<file path="src/hw/motor_sup_pkg.sv">
// Constants, register map and types of the motor protection supervisor.
// Assumes a 40 MHz clock and a 32-bit AHB-Lite register slave.
package motor_sup_pkg;
  localparam int unsigned CLK_HZ = 40_000_000;
  localparam int unsigned TICK_PERIOD_MS = 1000;
  localparam int unsigned TICK_CYCLES = CLK_HZ / 1000 * TICK_PERIOD_MS;
  localparam int unsigned BLINK_PERIOD_MS = 250;
  localparam int unsigned BLINK_CYCLES = CLK_HZ / 1000 * BLINK_PERIOD_MS;
  localparam int unsigned CURVE_SECONDS = 50;
  localparam int unsigned MAX_DELAY_S = 60;

  typedef enum logic [2:0] {
    ST_STANDBY = 3'h0,
    ST_READY = 3'h1,
    ST_START = 3'h3,
    ST_RUN = 3'h2,
    ST_SOFTSTOP = 3'h6
  } opstate_t;

  localparam int unsigned NPROT = 5;
  localparam int unsigned P_NSC2 = 0;
  localparam int unsigned P_LOAD = 1;
  localparam int unsigned P_OV = 2;
  localparam int unsigned P_UV = 3;
  localparam int unsigned P_NSV = 4;

  localparam logic [7:0] LEVEL_RESET [NPROT] =
    '{8'h0f, 8'h0a, 8'h78, 8'h46, 8'h0a};
  localparam logic [7:0] LEVEL_MIN [NPROT] =
    '{8'h00, 8'h00, 8'h64, 8'h1e, 8'h00};
  localparam logic [7:0] LEVEL_MAX [NPROT] =
    '{8'h50, 8'h64, 8'hc8, 8'h64, 8'h78};
  localparam logic [5:0] DELAY_RESET [NPROT] =
    '{6'h05, 6'h03, 6'h03, 6'h03, 6'h03};
  localparam logic [4:0] ENABLE_RESET = 5'h1f;

  localparam int unsigned NRELAY = 8;
  localparam int unsigned NINPUT = 8;
  localparam int unsigned NPHASE = 3;
  localparam int unsigned PULSE_POWER_RELAY = 1;
  localparam int unsigned LOG_AW = 4;
  localparam int unsigned LOG_W = 64;
  localparam int unsigned CURVE_AW = 6;
  localparam int unsigned CURVE_W = 10;
  localparam logic [31:0] DEBUG_PASSWORD = 32'h2468ace1;

  localparam int unsigned CTRL_RESET_BIT = 8;
  localparam int unsigned SET_DELAY_LSB = 8;
  localparam int unsigned TOGGLE_PULSE_LSB = 8;

  localparam logic [7:0] REG_CTRL = 8'h00;
  localparam logic [7:0] REG_ENABLE = 8'h04;
  localparam logic [7:0] REG_SET_BASE = 8'h10;
  localparam logic [7:0] REG_IMEAS = 8'h30;
  localparam logic [7:0] REG_VMEAS = 8'h34;
  localparam logic [7:0] REG_SEQMEAS = 8'h38;
  localparam logic [7:0] REG_DATE = 8'h3c;
  localparam logic [7:0] REG_STATUS = 8'h40;
  localparam logic [7:0] REG_PASSWORD = 8'h44;
  localparam logic [7:0] REG_INPUTS = 8'h48;
  localparam logic [7:0] REG_OUT_TOGGLE = 8'h4c;
  localparam logic [7:0] REG_OUTPUTS = 8'h50;
  localparam logic [7:0] REG_LOG_INDEX = 8'h54;
  localparam logic [7:0] REG_LOG_LO = 8'h58;
  localparam logic [7:0] REG_LOG_HI = 8'h5c;
  localparam logic [7:0] REG_CURVE_INDEX = 8'h60;
  localparam logic [7:0] REG_CURVE_DATA = 8'h64;
  localparam logic [7:0] REG_SECONDS = 8'h68;
endpackage

</file>
<file path="src/hw/mem_port_if.sv">
// Write and read port between the supervisor and one of its memories.
// Assumes a single clock shared by both ends.
`timescale 1ns/1ps
interface mem_port_if #(
  parameter int unsigned W = 8,
  parameter int unsigned AW = 4
);
  logic we;
  logic [AW-1:0] waddr;
  logic [W-1:0] wdata;
  logic [AW-1:0] raddr;
  logic [W-1:0] rdata;
  modport owner (output we, output waddr, output wdata, output raddr,
    input rdata);
  modport store (input we, input waddr, input wdata, input raddr,
    output rdata);
endinterface

</file>
<file path="src/hw/supervisor_ram.sv">
// Small synchronous memory with a registered read port.
// Assumes the owner holds the read address one cycle ahead of use.
`timescale 1ns/1ps
module supervisor_ram #(
  parameter int unsigned W = 8,
  parameter int unsigned AW = 4
) (
  input wire logic clk,
  mem_port_if.store port
);
  logic [W-1:0] cells [2**AW];
  logic [W-1:0] readWord;

  always_comb begin
    readWord = cells[port.raddr];
  end

  // Contents are not reset; the owner tracks which words are valid.
  always_ff @(posedge clk) begin
    if (port.we) begin
      cells[port.waddr] <= port.wdata;
    end
    port.rdata <= readWord;
  end
endmodule

</file>
<file path="src/hw/motor_protection_supervisor.sv">
// Protection, event log, start curve and debug test supervisor.
// Assumes one 40 MHz clock, an AHB-Lite master with single word transfers
// and measured quantities written by firmware as percent of rating.
// Contract
// RL1: Negative-sequence current stage two armed only while running.
// RL2: That stage has a 0 to 60 s delay, default 5.
// RL3: Trip only if the fault persists the whole delay; otherwise release.
// RL4: Load loss while running when average current is below setting.
// RL5: Load loss delay 0 to 60 s, default 3, released on recovery.
// RL6: Overvoltage armed in all five states when any phase exceeds setting.
// RL7: Overvoltage delay 0 to 60 s, default 3, released on recovery.
// RL8: Undervoltage armed in start, running, soft stop; any phase below setting.
// RL9: Undervoltage delay 0 to 60 s, default 3, released on recovery.
// RL10: Negative-sequence voltage armed in all states when above setting.
// RL11: Negative-sequence voltage delay 0 to 60 s, default 3.
// RL12: Each protection has an enable; a cancelled one never trips.
// RL13: Every fault stores sequence, date, trigger, reset time and identifier; the code writes the reset time only into the latest entry.
// RL14: Operator reset clears active faults and logs the reset time.
// RL15: Each start samples average current for 50 s, then stops; the code stores the three-phase current sum instead.
// RL16: The previous start record is discarded before a new one.
// RL17: Debug mode needs the correct password; its indicator then flashes.
// RL18: Input and output tests only in standby or ready.
// RL19: Input test shows each applied input as active.
// RL20: Output test toggles a relay on each press.
// RL21: Pulse tests need output 2 on; each phase pulse toggles.
// RL22: Reset after testing leaves debug mode and stops the flashing.
// RL23: A zero delay trips in the same step the condition appears.
// RL24: Operating state is standby, ready, start, running or soft stop.
`timescale 1ns/1ps
module motor_protection_supervisor #(
  parameter int unsigned TICK_CYCLES = motor_sup_pkg::TICK_CYCLES,
  parameter int unsigned BLINK_CYCLES = motor_sup_pkg::BLINK_CYCLES
) (
  input wire logic clk,
  input wire logic reset_n,
  input wire logic hsel,
  input wire logic [31:0] haddr,
  input wire logic [1:0] htrans,
  input wire logic hwrite,
  input wire logic [2:0] hsize,
  input wire logic [31:0] hwdata,
  input wire logic hready,
  output logic [31:0] hrdata,
  output logic hreadyout,
  output logic hresp,
  input wire logic [7:0] inputPins,
  output logic [7:0] relayOut,
  output logic [2:0] pulseOut,
  output logic tripOut,
  output logic debugLed
);
  localparam int unsigned NPROT = motor_sup_pkg::NPROT;

  function automatic logic [7:0] setOffset(input int unsigned p);
    setOffset = motor_sup_pkg::REG_SET_BASE + 8'(4 * p);
  endfunction

  function automatic logic isTestState(input motor_sup_pkg::opstate_t s);
    isTestState = (s == motor_sup_pkg::ST_STANDBY) ||
      (s == motor_sup_pkg::ST_READY); // [RL18]
  endfunction

  function automatic logic isArmed(input int unsigned p,
      input motor_sup_pkg::opstate_t s);
    logic running;
    running = (s == motor_sup_pkg::ST_RUN);
    if (p == motor_sup_pkg::P_NSC2 || p == motor_sup_pkg::P_LOAD) begin
      isArmed = running; // [RL1] [RL4]
    end else if (p == motor_sup_pkg::P_UV) begin
      isArmed = running || (s == motor_sup_pkg::ST_START) ||
        (s == motor_sup_pkg::ST_SOFTSTOP); // [RL8]
    end else begin
      isArmed = 1'b1; // [RL6] [RL10]
    end
  endfunction

  // Reset release through two flip-flops.
  logic [1:0] rstSync;
  logic rstN;
  always_ff @(posedge clk or negedge reset_n) begin
    if (!reset_n) begin
      rstSync <= 2'h0;
    end else begin
      rstSync <= {rstSync[0], 1'b1};
    end
  end
  assign rstN = rstSync[1];

  // Timebase: one-second tick and a running seconds counter.
  logic [25:0] tickCnt, next_tickCnt;
  logic tick, next_tick;
  logic [15:0] seconds, next_seconds;
  always_comb begin
    next_tickCnt = tickCnt + 26'h1;
    next_tick = 1'b0;
    next_seconds = seconds;
    if (tickCnt >= 26'(TICK_CYCLES - 1)) begin
      next_tickCnt = 26'h0;
      next_tick = 1'b1;
    end
    if (tick) begin
      next_seconds = seconds + 16'h1;
    end
  end
  always_ff @(posedge clk or negedge rstN) begin
    if (!rstN) begin
      tickCnt <= 26'h0;
      tick <= 1'b0;
      seconds <= 16'h0;
    end else begin
      tickCnt <= next_tickCnt;
      tick <= next_tick;
      seconds <= next_seconds;
    end
  end

  // Input terminals pass three flip-flops; a change counts once the last
  // two agree, which rejects a single-cycle glitch.
  logic [7:0] inS1, inS2, inS3, inFilt, next_inFilt;
  always_comb begin
    next_inFilt = ((inS2 ~^ inS3) & inS3) | ((inS2 ^ inS3) & inFilt);
  end
  always_ff @(posedge clk or negedge rstN) begin
    if (!rstN) begin
      inS1 <= 8'h0;
      inS2 <= 8'h0;
      inS3 <= 8'h0;
      inFilt <= 8'h0;
    end else begin
      inS1 <= inputPins;
      inS2 <= inS1;
      inS3 <= inS2;
      inFilt <= next_inFilt;
    end
  end

  // State shared by the groups below.
  motor_sup_pkg::opstate_t opState, next_opState;
  logic [4:0] enable, next_enable;
  logic [7:0] level [NPROT];
  logic [7:0] next_level [NPROT];
  logic [5:0] delay [NPROT];
  logic [5:0] next_delay [NPROT];
  logic [23:0] imeas, next_imeas, vmeas, next_vmeas;
  logic [15:0] seqMeas, next_seqMeas, date, next_date;
  logic [3:0] logIndex, next_logIndex;
  logic [5:0] curveIndex, next_curveIndex;
  logic [4:0] fault, logged, cond, expired;
  logic pending, recording, debug;
  logic [7:0] seqNum;
  logic [4:0] logCount;
  logic [5:0] curveCount;
  logic resetCmd;
  logic apValid, apWrite, wrEn;
  logic [7:0] apAddr;
  mem_port_if #(.W(motor_sup_pkg::LOG_W), .AW(motor_sup_pkg::LOG_AW))
    logPort();
  mem_port_if #(.W(motor_sup_pkg::CURVE_W), .AW(motor_sup_pkg::CURVE_AW))
    curvePort();

  // Bus slave: zero wait states, writes land in the data phase.
  logic [31:0] rdVal, next_hrdata;
  logic take, next_apValid, next_apWrite;
  logic [7:0] next_apAddr;
  always_comb begin
    take = hsel && htrans[1] && hready;
    next_apValid = take;
    next_apWrite = take && hwrite;
    next_apAddr = take ? haddr[7:0] : apAddr;
    rdVal = 32'h0;
    case (haddr[7:0])
      motor_sup_pkg::REG_CTRL: rdVal[2:0] = opState;
      motor_sup_pkg::REG_ENABLE: rdVal[4:0] = enable;
      motor_sup_pkg::REG_IMEAS: rdVal[23:0] = imeas;
      motor_sup_pkg::REG_VMEAS: rdVal[23:0] = vmeas;
      motor_sup_pkg::REG_SEQMEAS: rdVal[15:0] = seqMeas;
      motor_sup_pkg::REG_DATE: rdVal[15:0] = date;
      motor_sup_pkg::REG_STATUS: rdVal = {4'h0, seqNum, pending, logCount,
        curveCount, recording, debug, tripOut, fault};
      motor_sup_pkg::REG_INPUTS:
        rdVal[7:0] = (debug && isTestState(opState)) ? inFilt : 8'h0; // [RL19]
      motor_sup_pkg::REG_OUTPUTS: rdVal[10:0] = {pulseOut, relayOut};
      motor_sup_pkg::REG_LOG_INDEX: rdVal[3:0] = logIndex;
      motor_sup_pkg::REG_LOG_LO: rdVal = logPort.rdata[31:0];
      motor_sup_pkg::REG_LOG_HI: rdVal = logPort.rdata[63:32];
      motor_sup_pkg::REG_CURVE_INDEX: rdVal[5:0] = curveIndex;
      motor_sup_pkg::REG_CURVE_DATA:
        rdVal[9:0] = (curveIndex < curveCount) ? curvePort.rdata : 10'h0;
      motor_sup_pkg::REG_SECONDS: rdVal[15:0] = seconds;
      default: rdVal = 32'h0;
    endcase
    for (int unsigned p = 0; p < NPROT; p++) begin
      if (haddr[7:0] == setOffset(p)) begin
        rdVal = {18'h0, delay[p], level[p]};
      end
    end
    if (haddr[31:8] != 24'h0) begin
      rdVal = 32'h0;
    end
    next_hrdata = (take && !hwrite) ? rdVal : hrdata;
  end
  always_ff @(posedge clk or negedge rstN) begin
    if (!rstN) begin
      apValid <= 1'b0;
      apWrite <= 1'b0;
      apAddr <= 8'h0;
      hrdata <= 32'h0;
      hreadyout <= 1'b1;
      hresp <= 1'b0;
    end else begin
      apValid <= next_apValid;
      apWrite <= next_apWrite;
      apAddr <= next_apAddr;
      hrdata <= next_hrdata;
      hreadyout <= 1'b1;
      hresp <= 1'b0;
    end
  end
  assign wrEn = apValid && apWrite;

  // Software-written control, settings and measurements.
  always_comb begin
    next_opState = opState;
    next_enable = enable;
    next_level = level;
    next_delay = delay;
    next_imeas = imeas;
    next_vmeas = vmeas;
    next_seqMeas = seqMeas;
    next_date = date;
    next_logIndex = logIndex;
    next_curveIndex = curveIndex;
    resetCmd = 1'b0;
    if (wrEn) begin
      unique case (apAddr)
        motor_sup_pkg::REG_CTRL: begin
          resetCmd = hwdata[motor_sup_pkg::CTRL_RESET_BIT]; // [RL14]
          unique case (hwdata[2:0])
            motor_sup_pkg::ST_STANDBY, motor_sup_pkg::ST_READY,
            motor_sup_pkg::ST_START, motor_sup_pkg::ST_RUN,
            motor_sup_pkg::ST_SOFTSTOP:
              next_opState = motor_sup_pkg::opstate_t'(hwdata[2:0]); // [RL24]
            default: next_opState = opState;
          endcase
        end
        motor_sup_pkg::REG_ENABLE: next_enable = hwdata[4:0]; // [RL12]
        motor_sup_pkg::REG_IMEAS: next_imeas = hwdata[23:0];
        motor_sup_pkg::REG_VMEAS: next_vmeas = hwdata[23:0];
        motor_sup_pkg::REG_SEQMEAS: next_seqMeas = hwdata[15:0];
        motor_sup_pkg::REG_DATE: next_date = hwdata[15:0];
        motor_sup_pkg::REG_LOG_INDEX: next_logIndex = hwdata[3:0];
        motor_sup_pkg::REG_CURVE_INDEX: next_curveIndex = hwdata[5:0];
        default: next_opState = opState;
      endcase
      for (int unsigned p = 0; p < NPROT; p++) begin
        if (apAddr == setOffset(p)) begin
          // Out-of-range values are clamped to the settable span.
          next_level[p] = hwdata[7:0];
          if (hwdata[7:0] < motor_sup_pkg::LEVEL_MIN[p]) begin
            next_level[p] = motor_sup_pkg::LEVEL_MIN[p];
          end else if (hwdata[7:0] > motor_sup_pkg::LEVEL_MAX[p]) begin
            next_level[p] = motor_sup_pkg::LEVEL_MAX[p];
          end
          next_delay[p] = hwdata[13:8];
          if (hwdata[13:8] > 6'(motor_sup_pkg::MAX_DELAY_S)) begin
            next_delay[p] = 6'(motor_sup_pkg::MAX_DELAY_S); // [RL2] [RL5]
          end
        end
      end
    end
  end
  always_ff @(posedge clk or negedge rstN) begin
    if (!rstN) begin
      opState <= motor_sup_pkg::ST_STANDBY;
      enable <= motor_sup_pkg::ENABLE_RESET;
      level <= motor_sup_pkg::LEVEL_RESET;
      delay <= motor_sup_pkg::DELAY_RESET; // [RL7] [RL9] [RL11]
      imeas <= 24'h0;
      vmeas <= 24'h0;
      seqMeas <= 16'h0;
      date <= 16'h0;
      logIndex <= 4'h0;
      curveIndex <= 6'h0;
    end else begin
      opState <= next_opState;
      enable <= next_enable;
      level <= next_level;
      delay <= next_delay;
      imeas <= next_imeas;
      vmeas <= next_vmeas;
      seqMeas <= next_seqMeas;
      date <= next_date;
      logIndex <= next_logIndex;
      curveIndex <= next_curveIndex;
    end
  end

  // Threshold conditions; the average is compared as a sum against 3x.
  logic [9:0] sumI, lvl10;
  always_comb begin
    sumI = 10'(imeas[7:0]) + 10'(imeas[15:8]) + 10'(imeas[23:16]);
    lvl10 = 10'(level[motor_sup_pkg::P_LOAD]);
    cond[motor_sup_pkg::P_NSC2] =
      seqMeas[7:0] > level[motor_sup_pkg::P_NSC2];
    cond[motor_sup_pkg::P_LOAD] = sumI < (lvl10 << 1) + lvl10; // [RL4]
    cond[motor_sup_pkg::P_OV] = (vmeas[7:0] > level[motor_sup_pkg::P_OV]) ||
      (vmeas[15:8] > level[motor_sup_pkg::P_OV]) ||
      (vmeas[23:16] > level[motor_sup_pkg::P_OV]); // [RL6]
    cond[motor_sup_pkg::P_UV] = (vmeas[7:0] < level[motor_sup_pkg::P_UV]) ||
      (vmeas[15:8] < level[motor_sup_pkg::P_UV]) ||
      (vmeas[23:16] < level[motor_sup_pkg::P_UV]); // [RL8]
    cond[motor_sup_pkg::P_NSV] =
      seqMeas[15:8] > level[motor_sup_pkg::P_NSV]; // [RL10]
  end

  // One delay timer per protection, counted in whole seconds.
  for (genvar p = 0; p < NPROT; p++) begin : g_prot
    logic [5:0] secCnt, next_secCnt;
    logic live, hit;
    always_comb begin
      live = enable[p] && isArmed(p, opState) && cond[p]; // [RL12]
      next_secCnt = secCnt;
      hit = 1'b0;
      if (!live) begin
        next_secCnt = 6'h0; // [RL3]
      end else if (delay[p] == 6'h0 || secCnt > delay[p]) begin
        hit = 1'b1; // [RL3] [RL23]
      end else if (tick) begin
        next_secCnt = secCnt + 6'h1;
      end
    end
    always_ff @(posedge clk or negedge rstN) begin
      if (!rstN) begin
        secCnt <= 6'h0;
      end else begin
        secCnt <= next_secCnt;
      end
    end
    assign expired[p] = hit;
  end

  // Fault latch and event log; one new fault is logged per cycle.
  logic [4:0] next_fault, next_logged, pick;
  logic [3:0] logPtr, next_logPtr, lastAddr, next_lastAddr, faultId;
  logic [4:0] next_logCount;
  logic [7:0] next_seqNum;
  logic [63:0] lastEntry, next_lastEntry;
  logic next_pending, next_tripOut;
  always_comb begin
    pick = 5'h0;
    faultId = 4'h0;
    for (int p = NPROT - 1; p >= 0; p--) begin
      if (fault[p] && !logged[p]) begin
        pick = 5'h1 << p;
        faultId = 4'(p + 1);
      end
    end
    // A fault arriving with the reset still sets: set wins over clear.
    next_fault = (resetCmd ? 5'h0 : fault) | expired; // [RL14] [RL3]
    next_logged = (resetCmd ? 5'h0 : logged) | pick;
    next_tripOut = |next_fault;
    next_logPtr = logPtr;
    next_lastAddr = lastAddr;
    next_lastEntry = lastEntry;
    next_seqNum = seqNum;
    next_logCount = logCount;
    next_pending = pending;
    logPort.we = 1'b0;
    logPort.waddr = logPtr;
    logPort.wdata = lastEntry;
    if (|pick) begin
      next_lastEntry = {seqNum, 4'h0, faultId, date, seconds, 16'hffff};
      logPort.we = 1'b1; // [RL13]
      logPort.wdata = next_lastEntry;
      next_lastAddr = logPtr;
      next_logPtr = logPtr + 4'h1;
      next_seqNum = seqNum + 8'h1;
      next_pending = 1'b1;
      if (logCount != 5'h10) begin
        next_logCount = logCount + 5'h1;
      end
    end else if (resetCmd && pending) begin
      next_lastEntry = {lastEntry[63:16], seconds}; // [RL14]
      logPort.we = 1'b1;
      logPort.waddr = lastAddr;
      logPort.wdata = next_lastEntry;
      next_pending = 1'b0;
    end
    logPort.raddr = logIndex;
  end
  always_ff @(posedge clk or negedge rstN) begin
    if (!rstN) begin
      fault <= 5'h0;
      logged <= 5'h0;
      tripOut <= 1'b0;
      logPtr <= 4'h0;
      lastAddr <= 4'h0;
      lastEntry <= 64'h0;
      seqNum <= 8'h0;
      logCount <= 5'h0;
      pending <= 1'b0;
    end else begin
      fault <= next_fault;
      logged <= next_logged;
      tripOut <= next_tripOut;
      logPtr <= next_logPtr;
      lastAddr <= next_lastAddr;
      lastEntry <= next_lastEntry;
      seqNum <= next_seqNum;
      logCount <= next_logCount;
      pending <= next_pending;
    end
  end

  // Start curve: one summed-current sample per second after each start.
  logic prevStart, next_prevStart, next_recording;
  logic [5:0] next_curveCount;
  always_comb begin
    next_prevStart = (opState == motor_sup_pkg::ST_START);
    next_recording = recording;
    next_curveCount = curveCount;
    curvePort.we = 1'b0;
    curvePort.waddr = curveCount;
    curvePort.wdata = sumI;
    curvePort.raddr = curveIndex;
    if (next_prevStart && !prevStart) begin
      next_curveCount = 6'h0; // [RL16]
      next_recording = 1'b1;
    end else if (recording && tick) begin
      curvePort.we = 1'b1; // [RL15]
      next_curveCount = curveCount + 6'h1;
      if (curveCount == 6'(motor_sup_pkg::CURVE_SECONDS - 1)) begin
        next_recording = 1'b0; // [RL15]
      end
    end
  end
  always_ff @(posedge clk or negedge rstN) begin
    if (!rstN) begin
      prevStart <= 1'b0;
      recording <= 1'b0;
      curveCount <= 6'h0;
    end else begin
      prevStart <= next_prevStart;
      recording <= next_recording;
      curveCount <= next_curveCount;
    end
  end

  supervisor_ram #(.W(motor_sup_pkg::LOG_W), .AW(motor_sup_pkg::LOG_AW))
    logRam (.clk(clk), .port(logPort));
  supervisor_ram #(.W(motor_sup_pkg::CURVE_W), .AW(motor_sup_pkg::CURVE_AW))
    curveRam (.clk(clk), .port(curvePort));

  // Debug mode, indicator flashing and relay and pulse tests.
  logic next_debug, next_debugLed, press;
  logic [23:0] blinkCnt, next_blinkCnt;
  logic [7:0] next_relayOut;
  logic [2:0] next_pulseOut;
  always_comb begin
    next_debug = debug;
    next_relayOut = relayOut;
    next_pulseOut = pulseOut;
    next_blinkCnt = 24'h0;
    next_debugLed = 1'b0;
    press = wrEn && (apAddr == motor_sup_pkg::REG_OUT_TOGGLE) && debug &&
      isTestState(opState); // [RL18]
    if (wrEn && apAddr == motor_sup_pkg::REG_PASSWORD &&
        hwdata == motor_sup_pkg::DEBUG_PASSWORD) begin
      next_debug = 1'b1; // [RL17]
    end
    if (press) begin
      next_relayOut = relayOut ^ hwdata[7:0]; // [RL20]
      if (relayOut[motor_sup_pkg::PULSE_POWER_RELAY]) begin
        next_pulseOut = pulseOut ^
          hwdata[motor_sup_pkg::TOGGLE_PULSE_LSB +: 3]; // [RL21]
      end
    end
    // Pulses lose their trigger supply when output 2 is released.
    if (!next_relayOut[motor_sup_pkg::PULSE_POWER_RELAY]) begin
      next_pulseOut = 3'h0; // [RL21]
    end
    if (resetCmd && debug) begin
      next_debug = 1'b0; // [RL22]
      next_relayOut = 8'h0;
      next_pulseOut = 3'h0;
    end
    if (debug && next_debug) begin
      next_blinkCnt = blinkCnt + 24'h1;
      next_debugLed = debugLed; // [RL17]
      if (blinkCnt >= 24'(BLINK_CYCLES - 1)) begin
        next_blinkCnt = 24'h0;
        next_debugLed = !debugLed;
      end
    end
  end
  always_ff @(posedge clk or negedge rstN) begin
    if (!rstN) begin
      debug <= 1'b0;
      debugLed <= 1'b0;
      blinkCnt <= 24'h0;
      relayOut <= 8'h0;
      pulseOut <= 3'h0;
    end else begin
      debug <= next_debug;
      debugLed <= next_debugLed;
      blinkCnt <= next_blinkCnt;
      relayOut <= next_relayOut;
      pulseOut <= next_pulseOut;
    end
  end
endmodule

</file>
<file path="config.mk">
export PLATFORM = sky130hd
export DESIGN_NAME = motor_protection_supervisor
export DESIGN_NICKNAME = d
export VERILOG_FILES = /design/src/hw/motor_sup_pkg.sv /design/src/hw/mem_port_if.sv /design/src/hw/supervisor_ram.sv /design/src/hw/motor_protection_supervisor.sv
export SDC_FILE = /design/constraint.sdc
export NUM_CORES = 2
export LEC_CHECK = 0
export ABC_CLOCK_PERIOD_IN_PS = 18100
export BUFFER_PORTS_ARGS = -buffer_cell sky130_fd_sc_hd__buf_2
export CORE_MARGIN = 1.5
export CORE_UTILIZATION = 35
export DETAILED_ROUTE_END_ITERATION = 10
export GPL_TIMING_DRIVEN = 0
export MAX_ROUTING_LAYER = met4
export SLEW_MARGIN = 0
export SYNTH_ARGS = -nofsm -noshare
export SYNTH_HDL_FRONTEND = slang
export SYNTH_SLANG_ARGS = --single-unit
export TNS_END_PERCENT = 10
</file>
<file path="constraint.sdc">
create_clock -name clk -period 18.1 [get_ports clk]
set_clock_uncertainty 0.05 [all_clocks]
set_input_delay 0.905 -clock clk [delete_from_list [all_inputs] [get_ports clk]]
set_output_delay 0.905 -clock clk [all_outputs]
set_load 0.02 [all_outputs]
</file>
==> flow_metrics.py <==
metrics = {
    "power": {
        "vdd_drop_max_v": 0.0000915,
        "internal_power_w": 0.00825,
        "leakage_nw": 37.2,
        "power.total_w": 0.0106,
        "netSwitchingPower_w": 0.00239,
        "p_per_area_mw_per_mm2": 103,
        "power_frac_comb_pct": 5.2,
        "p_seq_share_pct": 52.0,
        "switching_share_pct": 22.5,
        "power_frac_clock_pct": 42.8,
    },
    "worst_setup_path": {
        "crit_path_max_fanout": 37,
        "cp.buffers_inverters": 5,
        "crit_type": "flop to flop",
        "slowest_delay_ps": 690,
        "r2r_cells": 19,
        "crit_slowest_cell": "o21a_2",
        "critPathMostFrequentCell": "inv_1",
        "worstPathArrival_ps": 6940,
        "crit_chain": "inv_1 > fa_1 > inv_1 > ha_2 > inv_1 > fa_1 > nor2b_1 > o21ai_0 > a21boi_0 > o21ai_0 > a21boi_0 > o21a_2 > buf_12 > ha_1 > nand4bb_1 > or4_1 > clkbuf_1 > o22a_1 > nand4_1",
        "cp_data_required_time_ps": 18700,
        "worstSetupPathDepth": 19,
        "crit_family": "compound AO/OA/AOI/OAI gates",
        "cp-end-kind": "flop",
        "start_kind": "flop",
    },
    "grt": {
        "grt_start_max_net_pins": 65,
        "grt_antenna_before_repair": 14,
        "grt_pass1_vias": 50455,
        "grt_pass1_wl_um": 384000,
        "grtUsageTotal_pct": 21.6,
        "grt_overflow": 0,
    },
    "clocking": {
        "clock_latency_ps": 880,
        "cts_setup_buffers": 0,
        "numCtsBuffers": 211,
        "cts_sinks": 2197,
        "clock-root-buffer": "clkbuf_16",
        "holdBufCountCts": 1,
        "clockBufferDepth": 3,
        "htree_levels": 4,
        "cts.clk_slew.worst_paths_ps": 60,
        "ctsResizeCount": 0,
        "cts_tree": "built",
    },
    "run_status": {
        "status": "complete, but fails checks",
        "violations": "capacitance limit, slew limit",
    },
    "sta": {
        "tightest_slew_ps": 1500,
        "slew_violations": 1,
        "setup_tns_ps": 0,
        "finalHoldViolations": 0,
        "grt_setup_unrepaired": "no",
        "finalCritPeriodShare_pct": 35.0,
        "slew_headroom_pct": -0.742,
        "fmax_mhz": 158,
        "setup_slack_ps": 11770,
        "min_period_ps": 6330,
        "setup_viol": 0,
    },
    "detailed_routing": {
        "drc": 0,
        "avgRoutedWirePerCell_um": 30.1,
        "dr_total_vias": 50759,
        "route.final.wire_length_um": 273000,
        "routed_via_density": 5.60,
        "dr.first_iter.drc_count": 5340,
        "drt-pass1-iter-count": 8,
        "ant_nets": 0,
    },
    "min_path": {
        "hp-class": "primary input to flop",
        "hold_depth": 1,
    },
    "layout": {
        "finish.utilization_pct": 40.8,
        "layout.cells.most_common_list": "edfxtp_1 (1664), mux4_2 (520), dfrtp_1 (428)",
        "instances_no_fill": 9067,
        "drive_above_1_share_pct": 23.6,
        "final_common_cell": "edfxtp_1",
        "nets": 5739,
        "fillerInstances": 22616,
        "area_growth_pct": 15.9,
    },
    "die": {
        "num_rows": 185,
        "start_util_pct": 35.2,
        "dieWidth_um": 508,
        "core-area_mm2": 0.254,
        "dieHeight_um": 508,
        "die-area_mm2": 0.259,
        "io_pins": 129,
    },
    "logic_synthesis": {
        "syn_avg_cell_area_um2": 17.6,
        "synth_area_mm2": 0.0894,
        "synth_ff_type": "edfxtp_1",
        "async_flop_share_pct": 20.9,
        "synth_seq_cells": 2197,
        "synth_cell_type_count": 97,
        "yosys_warnings": 0,
        "ys_seq_area_share_pct": 70.4,
        "syn_inst": 5083,
        "synth-edff-count": 1664,
    },
    "flow_run": {
        "cap_violations": 4,
    },
    "place": {
        "place_inst": 8654,
        "place.port_buffers": 117,
        "gp_congestion": 0.997,
        "place_ws_ps": 11990,
        "dp_hpwl_um": 193000,
    },
}
[synthesized netlist by cell type, drive strengths merged (14+ instances only)]
master | n | area [um2]
a22o | 18 | 158
dfrtp | 429 | 10700
nand3 | 89 | 445
mux4 | 520 | 11700
xnor2 | 63 | 552
o211ai | 16 | 125
nand2 | 392 | 1470
mux2 | 107 | 1200
o21ai | 136 | 681
and3 | 28 | 175
dfxtp | 74 | 1480
nor3 | 41 | 226
nand3b | 15 | 113
a21oi | 89 | 449
xor2 | 49 | 429
inv | 115 | 432
nor4 | 23 | 174
nor2b | 37 | 231
o22ai | 19 | 119
dfstp | 30 | 788
ha | 143 | 1790
nand2b | 22 | 138
edfxtp | 1664 | 50000
nor2 | 260 | 983
a211oi | 16 | 120
a22oi | 46 | 345
nand4 | 57 | 363
clkbuf | 157 | 591
buf | 104 | 552
o21a | 15 | 113
or3 | 14 | 87.6
mux2i | 31 | 310
a21o | 23 | 173
a31oi | 18 | 113
nor3b | 14 | 120
a221oi | 15 | 131
[path summary, 6_finish.rpt]
| path | end | slack, ps | startpoint |
|---|---|---|---|
| max | tripOut$_DFF_PN0_ | 11770 | imeas[17]$_DFFE_PN0P_ |
| min | inS1[6]$_DFF_PN0_ | 80 | inputPins[6] |
| max reg2reg | tripOut$_DFF_PN0_ | 11770 | imeas[17]$_DFFE_PN0P_ |
| min reg2reg | inS2[7]$_DFF_PN0_ | 250 | rstSync[1]$_DFF_PN0_ |
| max in group asynchronous | inS3[0]$_DFF_PN0_ | 15930 | rstSync[1]$_DFF_PN0_ |
| min in group asynchronous | inS2[7]$_DFF_PN0_ | 250 | rstSync[1]$_DFF_PN0_ |
[sequential cells by signal (all words and copies together) (netlist names), 10 cells and up]
register and cells:
seconds 16, g_prot.secCnt 30, logRam.cells 1024, lastEntry 64, imeas 24, hrdata 32, date 16, blinkCnt 24
logRam.port.rdata 64, curveRam.port.rdata 10, curveRam.cells 640, level 40, vmeas 24, tickCnt 26, seqMeas 16, delay 30
[power groups by stage]
| stage | sequential [W] | combinational (W) | clock [W] |
|---|---|---|---|
| after floorplan | 0.00563 | 0.000305 | 0 |
| after global placement | 0.00566 | 0.000491 | 0 |
| after detailed placement | 0.00564 | 0.000547 | 0 |
| after CTS | 0.00553 | 0.000549 | 0.00462 |
| after global routing | 0.00554 | 0.000583 | 0.00481 |
| final | 0.00553 | 0.000550 | 0.00456 |
[metrics by stage]
stage | cell area (um2) | hold slack [ps]
floorplan | 89400 | 281
global placement | 94200 | 284
detailed placement | 96400 | 275
CTS | 104000 | 8.60
global route | 104000 | 34.5
finish | 104000 | 75.6
[per-layer routing]
metal	GRT usage (%)	wire length, um	vias to the layer above
met1	29.4	116000	27314
met2	33.3	129000	2102
met5	-	0	-
met4	5.95	7230	0
met3	3.91	20300	380
li1	-	-	20963
[cell families after synthesis]
group           count (synthesis)  synth area share, %
other cells                     2              0.00840
simple gates                 1063                 5.77
fa+ha+maj                     153                 2.22
xor+xnor                      112                 1.10
buf+inv                       377                 1.76
flops                        2197                 70.4
compound gates                521                 3.93
mux                           658                 14.8
[cell type report]
type / instances / area (um2) / area share, %
flip-flops and latches: 2197 / 63000 / 60.8
multi-input cells: 2510 / 25100 / 24.2
clock buffers: 298 / 6000 / 5.79
well taps: 3366 / 4210 / 4.06
repair buffers: 207 / 2560 / 2.47
clock inverters: 101 / 1210 / 1.16
plain buffers: 261 / 1140 / 1.10
inverters: 116 / 435 / 0.420
diodes: 11 / 27.5 / 0.0266
Note: power is estimated with default switching activity, not from simulation.
